===== config.mk =====
export PLATFORM = sky130hd
export DESIGN_NAME = oos_status_bank
export DESIGN_NICKNAME = d
export VERILOG_FILES = /design/src/rtl/oos_pkg.sv /design/src/rtl/oos_status_bank.sv
export SDC_FILE = /design/constraint.sdc
export NUM_CORES = 1
export LEC_CHECK = 0
export BUFFER_PORTS_ARGS = -buffer_cell sky130_fd_sc_hd__clkbuf_2
export CAP_MARGIN = 20
export CORE_MARGIN = 1
export CORE_UTILIZATION = 49
export DETAILED_ROUTE_END_ITERATION = 10
export GPL_TIMING_DRIVEN = 1
export PLACE_DENSITY = 0.8
export SYNTH_ARGS = -nofsm -noshare
export SYNTH_HDL_FRONTEND = slang
export SYNTH_SLANG_ARGS = --single-unit

===== constraint.sdc =====
create_clock -name ref_clk -period 2.22 [get_ports ref_clk]
set_clock_uncertainty 0.1 [all_clocks]
set_input_delay 0.444 -clock ref_clk [delete_from_list [all_inputs] [get_ports ref_clk]]
set_output_delay 0.444 -clock ref_clk [all_outputs]
set_load 0.01 [all_outputs]

===== src/rtl/oos_pkg.sv =====
// constants for the operation / overload status bank
// assumes a single 100 MHz clock domain; no timing counts are needed
package oos_pkg;
    // ------------------------------------------------------------
    // register selects on the command port
    // ------------------------------------------------------------
    localparam logic [1:0] SEL_OPER_COND = 2'h0;
    localparam logic [1:0] SEL_OPER_EVENT = 2'h1;
    localparam logic [1:0] SEL_OVL_MASK = 2'h2;
    localparam logic [1:0] SEL_OVL_EVENT = 2'h3;
    // ------------------------------------------------------------
    // operation status field positions
    // ------------------------------------------------------------
    localparam int OPER_RUN_BIT = 3;
    localparam int OPER_ARMED_BIT = 5;
    localparam int OPER_OVL_BIT = 11;
    localparam int OPER_HWE_BIT = 12;
    localparam logic [15:0] OPER_USED = 16'h1828;
    // ------------------------------------------------------------
    // overload event field positions
    // ------------------------------------------------------------
    localparam int OVL_CH_LSB = 0;
    localparam int FLT_CH_LSB = 6;
    localparam int NUM_SRC = 5;
    localparam logic [15:0] OVL_USED = 16'h07DF;
    localparam logic [15:0] OVL_MASK_RESET = 16'h0000;
    localparam logic [15:0] STATUS_RESET = 16'h0000;
    localparam int STB_OPER_BIT = 7;
    // acquisition modes
    typedef enum logic [1:0] {
        OOS_ACQ_STOP,
        OOS_ACQ_SINGLE,
        OOS_ACQ_RUN
    } oos_acq_e;
endpackage


===== src/rtl/oos_status_bank.sv =====
// operation condition/event and overload event/mask registers
// assumes sources come from logic on ref_clk, except overload
// and fault detectors, which are asynchronous pins and get synchronised
`timescale 1ns/100ps
`default_nettype none

// Overview of operation
// condition bit 12 high when a hardware event has occurred.
// terminated-input overload sets bit 11 of condition and event.
// bit 5 follows the trigger-armed latch.
// condition bit 3 high while acquisition runs, low when stopped.
// event bit 3 set on stop to single or run transition.
// overload mask is stored and read back unchanged.
// enabled overload event sets operation bit 11.
// overload flags on bits 0-3 for channels, bit 4 external trigger.
// fault flags on bits 6-9 for channels, bit 10 external trigger.
// each mask bit gates the event bit at the same position.
// overvoltage on low-impedance input commands high impedance.
// a one in an overload event bit means that overload occurred.
// operation status reads return the whole register value.
// enabled operation bits summarise into status byte bit 7.
// unused bits read zero and ignore writes.
// event bits stick until cleared or reset; condition follows.
module oos_status_bank (
    // clock and reset
    input wire logic ref_clk,
    input wire logic sys_rst,
    // command port
    input wire logic cmd_wr,
    input wire logic cmd_rd,
    input wire logic cmd_clr,
    input wire logic [1:0] cmd_sel,
    input wire logic [15:0] cmd_wdata,
    input wire logic [15:0] operation_enable_mask,
    output logic [15:0] cmd_rdata_q,
    output logic cmd_rvalid_q,
    // instrument state
    input wire logic hardware_event_summary,
    input wire logic trigger_armed_latch,
    input wire oos_pkg::oos_acq_e acq_state,
    // input protection pins, ch1..ch4 then external trigger
    input wire logic [4:0] ovl_pin,
    input wire logic [4:0] fault_pin,
    input wire logic [4:0] low_z_sel,
    output logic [4:0] force_high_z_q,
    // summary
    output logic stb_oper_summary_q
);
    // ------------------------------------------------------------
    // synchronisers and overload capture
    // ------------------------------------------------------------
    logic [4:0] ovl_s1_q, ovl_s2_q, flt_s1_q, flt_s2_q;
    logic [15:0] ovl_src;
    logic [15:0] ovl_event_q;
    logic [15:0] overload_enable_bits_q;
    logic overload_summary;

    // two stages per pin; only the second stage feeds any logic, so a
    // pin edge near the clock cannot split between consumers
    always_ff @(posedge ref_clk) begin
        if (sys_rst) begin
            ovl_s1_q <= 5'h00;
            ovl_s2_q <= 5'h00;
        end else begin
            ovl_s1_q <= ovl_pin;
            ovl_s2_q <= ovl_s1_q;
        end
    end

    always_ff @(posedge ref_clk) begin
        if (sys_rst) begin
            flt_s1_q <= 5'h00;
            flt_s2_q <= 5'h00;
        end else begin
            flt_s1_q <= fault_pin;
            flt_s2_q <= flt_s1_q;
        end
    end

    genvar gi;
    generate
        for (gi = 0; gi < oos_pkg::NUM_SRC; gi++) begin : g_src
            assign ovl_src[oos_pkg::OVL_CH_LSB + gi] = ovl_s2_q[gi];
            assign ovl_src[oos_pkg::FLT_CH_LSB + gi] = flt_s2_q[gi];
        end
    endgenerate
    assign ovl_src[5] = 1'b0;
    assign ovl_src[15:11] = 5'h00;

    // set wins over clear so a fresh overload is never lost
    always_ff @(posedge ref_clk) begin
        if (sys_rst) begin
            ovl_event_q <= oos_pkg::STATUS_RESET;
        end else if (cmd_clr && cmd_sel == oos_pkg::SEL_OVL_EVENT) begin
            ovl_event_q <= ovl_src & oos_pkg::OVL_USED;
        end else begin
            ovl_event_q <= (ovl_event_q | ovl_src)
                & oos_pkg::OVL_USED;
        end
    end

    // ------------------------------------------------------------
    // overload enable mask
    // ------------------------------------------------------------
    always_ff @(posedge ref_clk) begin
        if (sys_rst) begin
            overload_enable_bits_q <= oos_pkg::OVL_MASK_RESET;
        end else if (cmd_wr && cmd_sel == oos_pkg::SEL_OVL_MASK) begin
            // unused positions cannot be stored
            overload_enable_bits_q <= cmd_wdata & oos_pkg::OVL_USED;
        end
    end

    // enabled overloads only; a masked source still shows in the
    // overload event register but reaches the operation bit only while its mask bit is set
    assign overload_summary =
        |(ovl_event_q & overload_enable_bits_q);

    // ------------------------------------------------------------
    // automatic switch to high impedance
    // ------------------------------------------------------------
    // held until software deselects low impedance, so a brief pulse
    // still protects the input
    always_ff @(posedge ref_clk) begin
        if (sys_rst) begin
            force_high_z_q <= 5'h00;
        end else begin
            force_high_z_q <= (force_high_z_q | (ovl_s2_q & low_z_sel))
                & low_z_sel;
        end
    end

    // ------------------------------------------------------------
    // operation condition and event
    // ------------------------------------------------------------
    logic [15:0] oper_cond;
    logic [15:0] oper_event_q;
    logic [15:0] oper_set;
    oos_pkg::oos_acq_e acq_prev_q;
    logic run_start;

    always_comb begin
        oper_cond = 16'h0000;
        oper_cond[oos_pkg::OPER_HWE_BIT] = hardware_event_summary;
        oper_cond[oos_pkg::OPER_OVL_BIT] = overload_summary;
        oper_cond[oos_pkg::OPER_ARMED_BIT] = trigger_armed_latch;
        oper_cond[oos_pkg::OPER_RUN_BIT] =
            (acq_state != oos_pkg::OOS_ACQ_STOP);
    end

    always_ff @(posedge ref_clk) begin
        if (sys_rst) begin
            acq_prev_q <= oos_pkg::OOS_ACQ_STOP;
        end else begin
            acq_prev_q <= acq_state;
        end
    end

    // only the stop to non-stop edge counts; single to run does not
    // set the event bit again
    assign run_start = (acq_prev_q == oos_pkg::OOS_ACQ_STOP) &&
        (acq_state != oos_pkg::OOS_ACQ_STOP);

    always_comb begin
        oper_set = oper_cond;
        oper_set[oos_pkg::OPER_RUN_BIT] = run_start;
    end

    always_ff @(posedge ref_clk) begin
        if (sys_rst) begin
            oper_event_q <= oos_pkg::STATUS_RESET;
        end else if (cmd_clr && cmd_sel == oos_pkg::SEL_OPER_EVENT) begin
            oper_event_q <= oper_set & oos_pkg::OPER_USED;
        end else begin
            oper_event_q <= (oper_event_q | oper_set) & oos_pkg::OPER_USED;
        end
    end

    // ------------------------------------------------------------
    // read port and status byte summary
    // ------------------------------------------------------------
    logic [15:0] rd_word;

    // condition bits are taken at the read edge, so a level that
    // changes in that cycle reads as its value just before the edge
    always_comb begin
        rd_word = 16'h0000;
        case (cmd_sel)
            oos_pkg::SEL_OPER_COND: rd_word = oper_cond;
            oos_pkg::SEL_OPER_EVENT: rd_word = oper_event_q;
            oos_pkg::SEL_OVL_MASK: rd_word = overload_enable_bits_q;
            oos_pkg::SEL_OVL_EVENT: rd_word = ovl_event_q;
            default: rd_word = 16'h0000;
        endcase
    end

    always_ff @(posedge ref_clk) begin
        if (sys_rst) begin
            cmd_rvalid_q <= 1'b0;
        end else begin
            cmd_rvalid_q <= cmd_rd;
        end
    end

    // data holds between reads so a slow reader can take it late
    always_ff @(posedge ref_clk) begin
        if (sys_rst) begin
            cmd_rdata_q <= 16'h0000;
        end else if (cmd_rd) begin
            cmd_rdata_q <= rd_word;
        end
    end

    // gated by the operation mask only; unused positions never count
    always_ff @(posedge ref_clk) begin
        if (sys_rst) begin
            stb_oper_summary_q <= 1'b0;
        end else begin
            stb_oper_summary_q <= |(oper_event_q & operation_enable_mask
                & oos_pkg::OPER_USED);
        end
    end
endmodule
`default_nettype wire


After elaboration in Yosys (flattened, before gate mapping). Index checks and enable logic that the tools add are counted.

Register bits: 79. Latch bits: 0. Memory bits (writable): 0. Bits in read-only memories: 0. Input bits: 58. Output and inout bits: 23. Memories: 0.

Add/subtract/negate cells: 0. $mul: 0. Div/mod/pow operators: 0. Order comparisons: 0. Equal/unequal tests: 3. Shift operators: 0. Mux-type cells: 3. Bitwise operators: 7. Reductions and logical operators: 9.

Operator list (count): $pmux 16 s4 (1); $reduce_or 16->1 (1); $and 13x13->13 (1); $mux 13 (1); $or 13x13->13 (1); $and 11x11->11 (1); $mux 11 (1); $or 11x11->11 (1); $and 5x5->5 (2); $or 5x5->5 (1); $eq 2x2->1 const B (2); $logic_and 1x1->1 (4); $logic_not 2->1 (2); $reduce_or 4->1 (1); $eq 2x1->1 const B (1); $reduce_bool 2->1 (1).

Longest topological paths before layout.
Word-level depth: 4. Depth in mapped cells: 6.

Least setup slack after synthesis. OpenSTA, ideal clock, no wires.

Kind: input to register. Start: input port cmd_sel[0]. End: register cmd_rdata_q[3]. Setup time: 0.128 ns. Arrival time: 1.283 ns. Required time: 1.992 ns. Path slack: 0.709 ns. Stages on the path: 4. Path through: buf_2 mux4_2 mux2i_1 nor2_1.

Longest elaborated chain between the ends: 2. Elaborated cells on any way between the ends: 5. Those cells by class: eq/ne (3); mux (1); reduce/logical (1).

RTL lines: start, declared (RTL line oos_status_bank.sv:32) `input wire logic [1:0] cmd_sel,`; $eq 2x2->1 (tied with other cells) (RTL line oos_status_bank.sv:188) `case (cmd_sel)`; $pmux 16 s4 (*) (RTL line oos_status_bank.sv:188); end signal, assigned (RTL line oos_status_bank.sv:210) `cmd_rdata_q <= rd_word;`; end, declared (RTL line oos_status_bank.sv:35) `output logic [15:0] cmd_rdata_q,`.

Every way passes the cells marked *; elsewhere a longest branch is shown, timed or not. The select of a mux whose other input is x is not followed. A chain may end at the register's enable or synchronous reset.

Worst setup path in the final report.
Start: register ovl_event_q[0]. End: register cmd_rdata_q[11].

Longest elaborated chain between the ends: 3.

RTL lines: start, declared (RTL line oos_status_bank.sv:54) `logic [15:0] ovl_event_q;`; start signal, assigned (RTL line oos_status_bank.sv:93) `ovl_event_q <= oos_pkg::STATUS_RESET;`; start signal, assigned (RTL line oos_status_bank.sv:95) `ovl_event_q <= ovl_src & oos_pkg::OVL_USED;`; start signal, assigned (RTL line oos_status_bank.sv:97) `ovl_event_q <= (ovl_event_q | ovl_src)`; $and 11x11->11 (RTL line oos_status_bank.sv:117) `|(ovl_event_q & overload_enable_bits_q);`; $reduce_or 16->1 (RTL line oos_status_bank.sv:117); $pmux 16 s4 (RTL line oos_status_bank.sv:188).

No other way between the ends. The select of a mux whose other input is x is not followed.

==> results_dict.tcl <==
set metrics [dict create \
    start_kind "flip-flop" \
    grt_max_degree 47 \
    finalHoldViolations 0 \
    crit_slowest_cell "o31ai_1" \
    cts_tree "yes" \
    switching_power_mw 0.491 \
    sequentialPowerShare 0.557 \
    grt_pass1_wl_mm 7.00 \
    syn_inst 230 \
    grt-ovfl-total 0 \
    io_buffers 59 \
    hold_class "in -> reg" \
    synth_warnings 0 \
    drc_errors 0 \
    io_pins 81 \
    power_frac_clock 0.363 \
    fmax_ghz 0.706 \
    antenna_found_initial 0 \
    clk_pin_slew_ps 60 \
    grt_pass1_vias 1537 \
    gp_congestion 0.798 \
    start_util 0.523 \
    post-cts-setup-buffer-count 0 \
    syn_to_final_growth_pct 20.5 \
    ys_seq_area_frac 0.564 \
    dp_hpwl_mm 2.93 \
    clk_latency_ps 320 \
    wl_mm 4.22 \
    timing.final.crit_share 0.638 \
    chipWidth_um 71.1 \
    viasPerCell 4.86 \
    ys_ff_latch 66 \
    wl_per_cell_um 12.3 \
    finalNetCount 348 \
    setup_viol 0 \
    slew_violations 0 \
    syn_area_per_cell_um2 10.2 \
    rows 24 \
    status "complete, no violations" \
    initialDrtViolationCount 134 \
    antenna_cells 0 \
    syn_area_um2 2340 \
    period_minus_slack_ps 1420 \
    postRouteAntennaNets 0 \
    finalSetupTns_ps 0 \
    cts-hold-fix-buffers 0 \
    power_frac_comb 0.080 \
    dr.pass1.iters 6 \
    leakagePower_nw 1.31 \
    cell_internal_pwr_mw 1.77 \
    path_cells "a22oi_1, nand3_1, o31ai_1, a2111oi_2" \
    clockBufferDepth 2 \
    rsz0062_at_grt "false" \
    drv_cap 0 \
    irDropWorstVdd_v 0.000470 \
    grt_util_all_layers 0.181 \
    max_stage_delay_ps 360 \
    switching_share 0.217 \
    cp_data_arrival_time_ps 1500 \
    critPathCaptureType "flip-flop" \
    clk_root_buffer_cell "clkbuf_8" \
    die_area_um2 5060 \
    dieHeight_um 71.1 \
    htree_levels 3 \
    cts_resized 0 \
    p_total_mw 2.26 \
    worstPathMaxFanout 3 \
    criticalPathCategory "reg -> reg" \
    powerDensity_nw_per_um2 802 \
    cp.required_ps 2310 \
    coreArea_um2 4470 \
    vias 1671 \
    fill_cells 371 \
    drive_above_1_share 0.260 \
    cts.sinks 66 \
    ys_types 24 \
    numCtsBuffers 9 \
]
## layout make-up
cell class / count / area (um2) / share of cell area
tap: 52 / 65.1 / 0.0231
sequential: 66 / 1320 / 0.469
multi-input combinational: 151 / 945 / 0.335
timing repair buffer: 62 / 330 / 0.117
clock buffer: 13 / 159 / 0.0563
## layer usage
layer  vias to the layer above  global-route usage  part of all wire
met4                         0              0.0867            0.0095
met1                       743               0.233              0.46
met3                         6              0.0470             0.060
li1                        877                   -                 -
met2                        45               0.285              0.47
met5                         -                   0                 0
## flip-flops by register name, summed over array words and instances (netlist names)
register and count:
acq_prev_q 2, cmd_rdata_q 13, cmd_rvalid_q 1, flt_s1_q 5, flt_s2_q 5, force_high_z_q 5
oper_event_q 4, overload_enable_bits_q 10, ovl_event_q 10, ovl_s1_q 5, ovl_s2_q 5, stb_oper_summary_q 1
## metrics by stage
| step | setup slack (ps) | utilization | std cells | hold WS (ps) | instance area, um2 |
|---|---|---|---|---|---|
| after floorplan | 709 | - | 232 | 313 | 2350 |
| after CTS | 770 | 0.630 | 344 | 211 | 2820 |
| final | 805 | 0.630 | 344 | 224 | 2820 |
| after detailed placement | 519 | 0.595 | 331 | 320 | 2660 |
| after global routing | 700 | 0.630 | 344 | 225 | 2820 |
| after global placement | 533 | 0.595 | 331 | 316 | 2660 |
## critical path, delay by kind of cell (launching register included)
kind               cells  cell delay [ps]
AOI/OAI and AO/OA      3              720
DFF                    1              330
and+or+nand+nor        1              130
## synthesized netlist by cell type (all sizes together)
master	number	area (um2)
nand3b	2	15.0
nand2b	1	6.26
clkbuf	7	26.3
or2	1	6.26
nor2b	32	200
a21oi	22	110
a22oi	8	60.1
buf	8	56.3
nand2	1	3.75
and2	1	6.26
o31ai	1	7.51
nor2	45	169
dfxtp	66	1320
nand3	2	15.0
mux2i	15	150
nor3b	5	37.5
mux4	1	22.5
a2111oi	1	15.0
a211oi	1	7.51
conb	1	3.75
mux2	9	101
## path summary, 6_finish.rpt
path	slack, ps	from	to	cells past startpoint
setup / recovery	800	ovl_event_q[0]$_SDFF_PP0_	cmd_rdata_q[11]$_SDFFE_PP0P_	4
setup reg to reg	800	ovl_event_q[0]$_SDFF_PP0_	cmd_rdata_q[11]$_SDFFE_PP0P_	4
hold reg to reg	330	flt_s1_q[1]$_SDFF_PP0_	flt_s2_q[1]$_SDFF_PP0_	1
hold / removal	220	fault_pin[1]	flt_s1_q[1]$_SDFF_PP0_	2
## power by group through the flow
stage | Sequential, mW | Clock [mW] | Combinational, mW
6_report | 1.26 | 0.823 | 0.180
5_1_grt | 1.27 | 0.908 | 0.200
4_1_cts | 1.26 | 0.845 | 0.182
3_5_place_dp | 1.29 | 0 | 0.181
3_3_place_gp | 1.28 | 0 | 0.177
2_1_floorplan | 1.28 | 0 | 0.114
## cells by family (layout without fill, tap and decap cells)
group                  after synthesis  count (layout)  share of synthesized area
buffers and inverters               15              75                     0.0353
other                                1               3                    0.00160
AND/OR/NAND/NOR                     90              90                      0.196
AO/OA/AOI/OAI                       33              33                     0.0855
flip-flops                          66              66                      0.564
multiplexers                        25              25                      0.117
## cell usage in the layout (no fill, tap or decap)
cell type / Yosys / layout
a2111oi_2: 1 / 1
dfxtp_1: 66 / 66
nand3_2: 1 / 1
mux4_2: 1 / 1
conb_1: 1 / 3
buf_4: 4 / 2
clkbuf_2: 0 / 59
nand3b_1: 2 / 2
a211oi_1: 1 / 1
nor2b_1: 32 / 32
or2_0: 1 / 1
nand2b_1: 1 / 1
nand2_1: 1 / 1
mux2_1: 9 / 9
nor3b_1: 5 / 5
nor2_1: 45 / 45
mux2i_1: 15 / 15
a21oi_1: 22 / 22
o31ai_1: 1 / 1
buf_12: 0 / 1
nand3_1: 1 / 1
and2_1: 1 / 1
clkbuf_8: 0 / 11
a22oi_1: 8 / 8
clkbuf_1: 7 / 2
No activity file was read; power rests on OpenSTA's default activity.
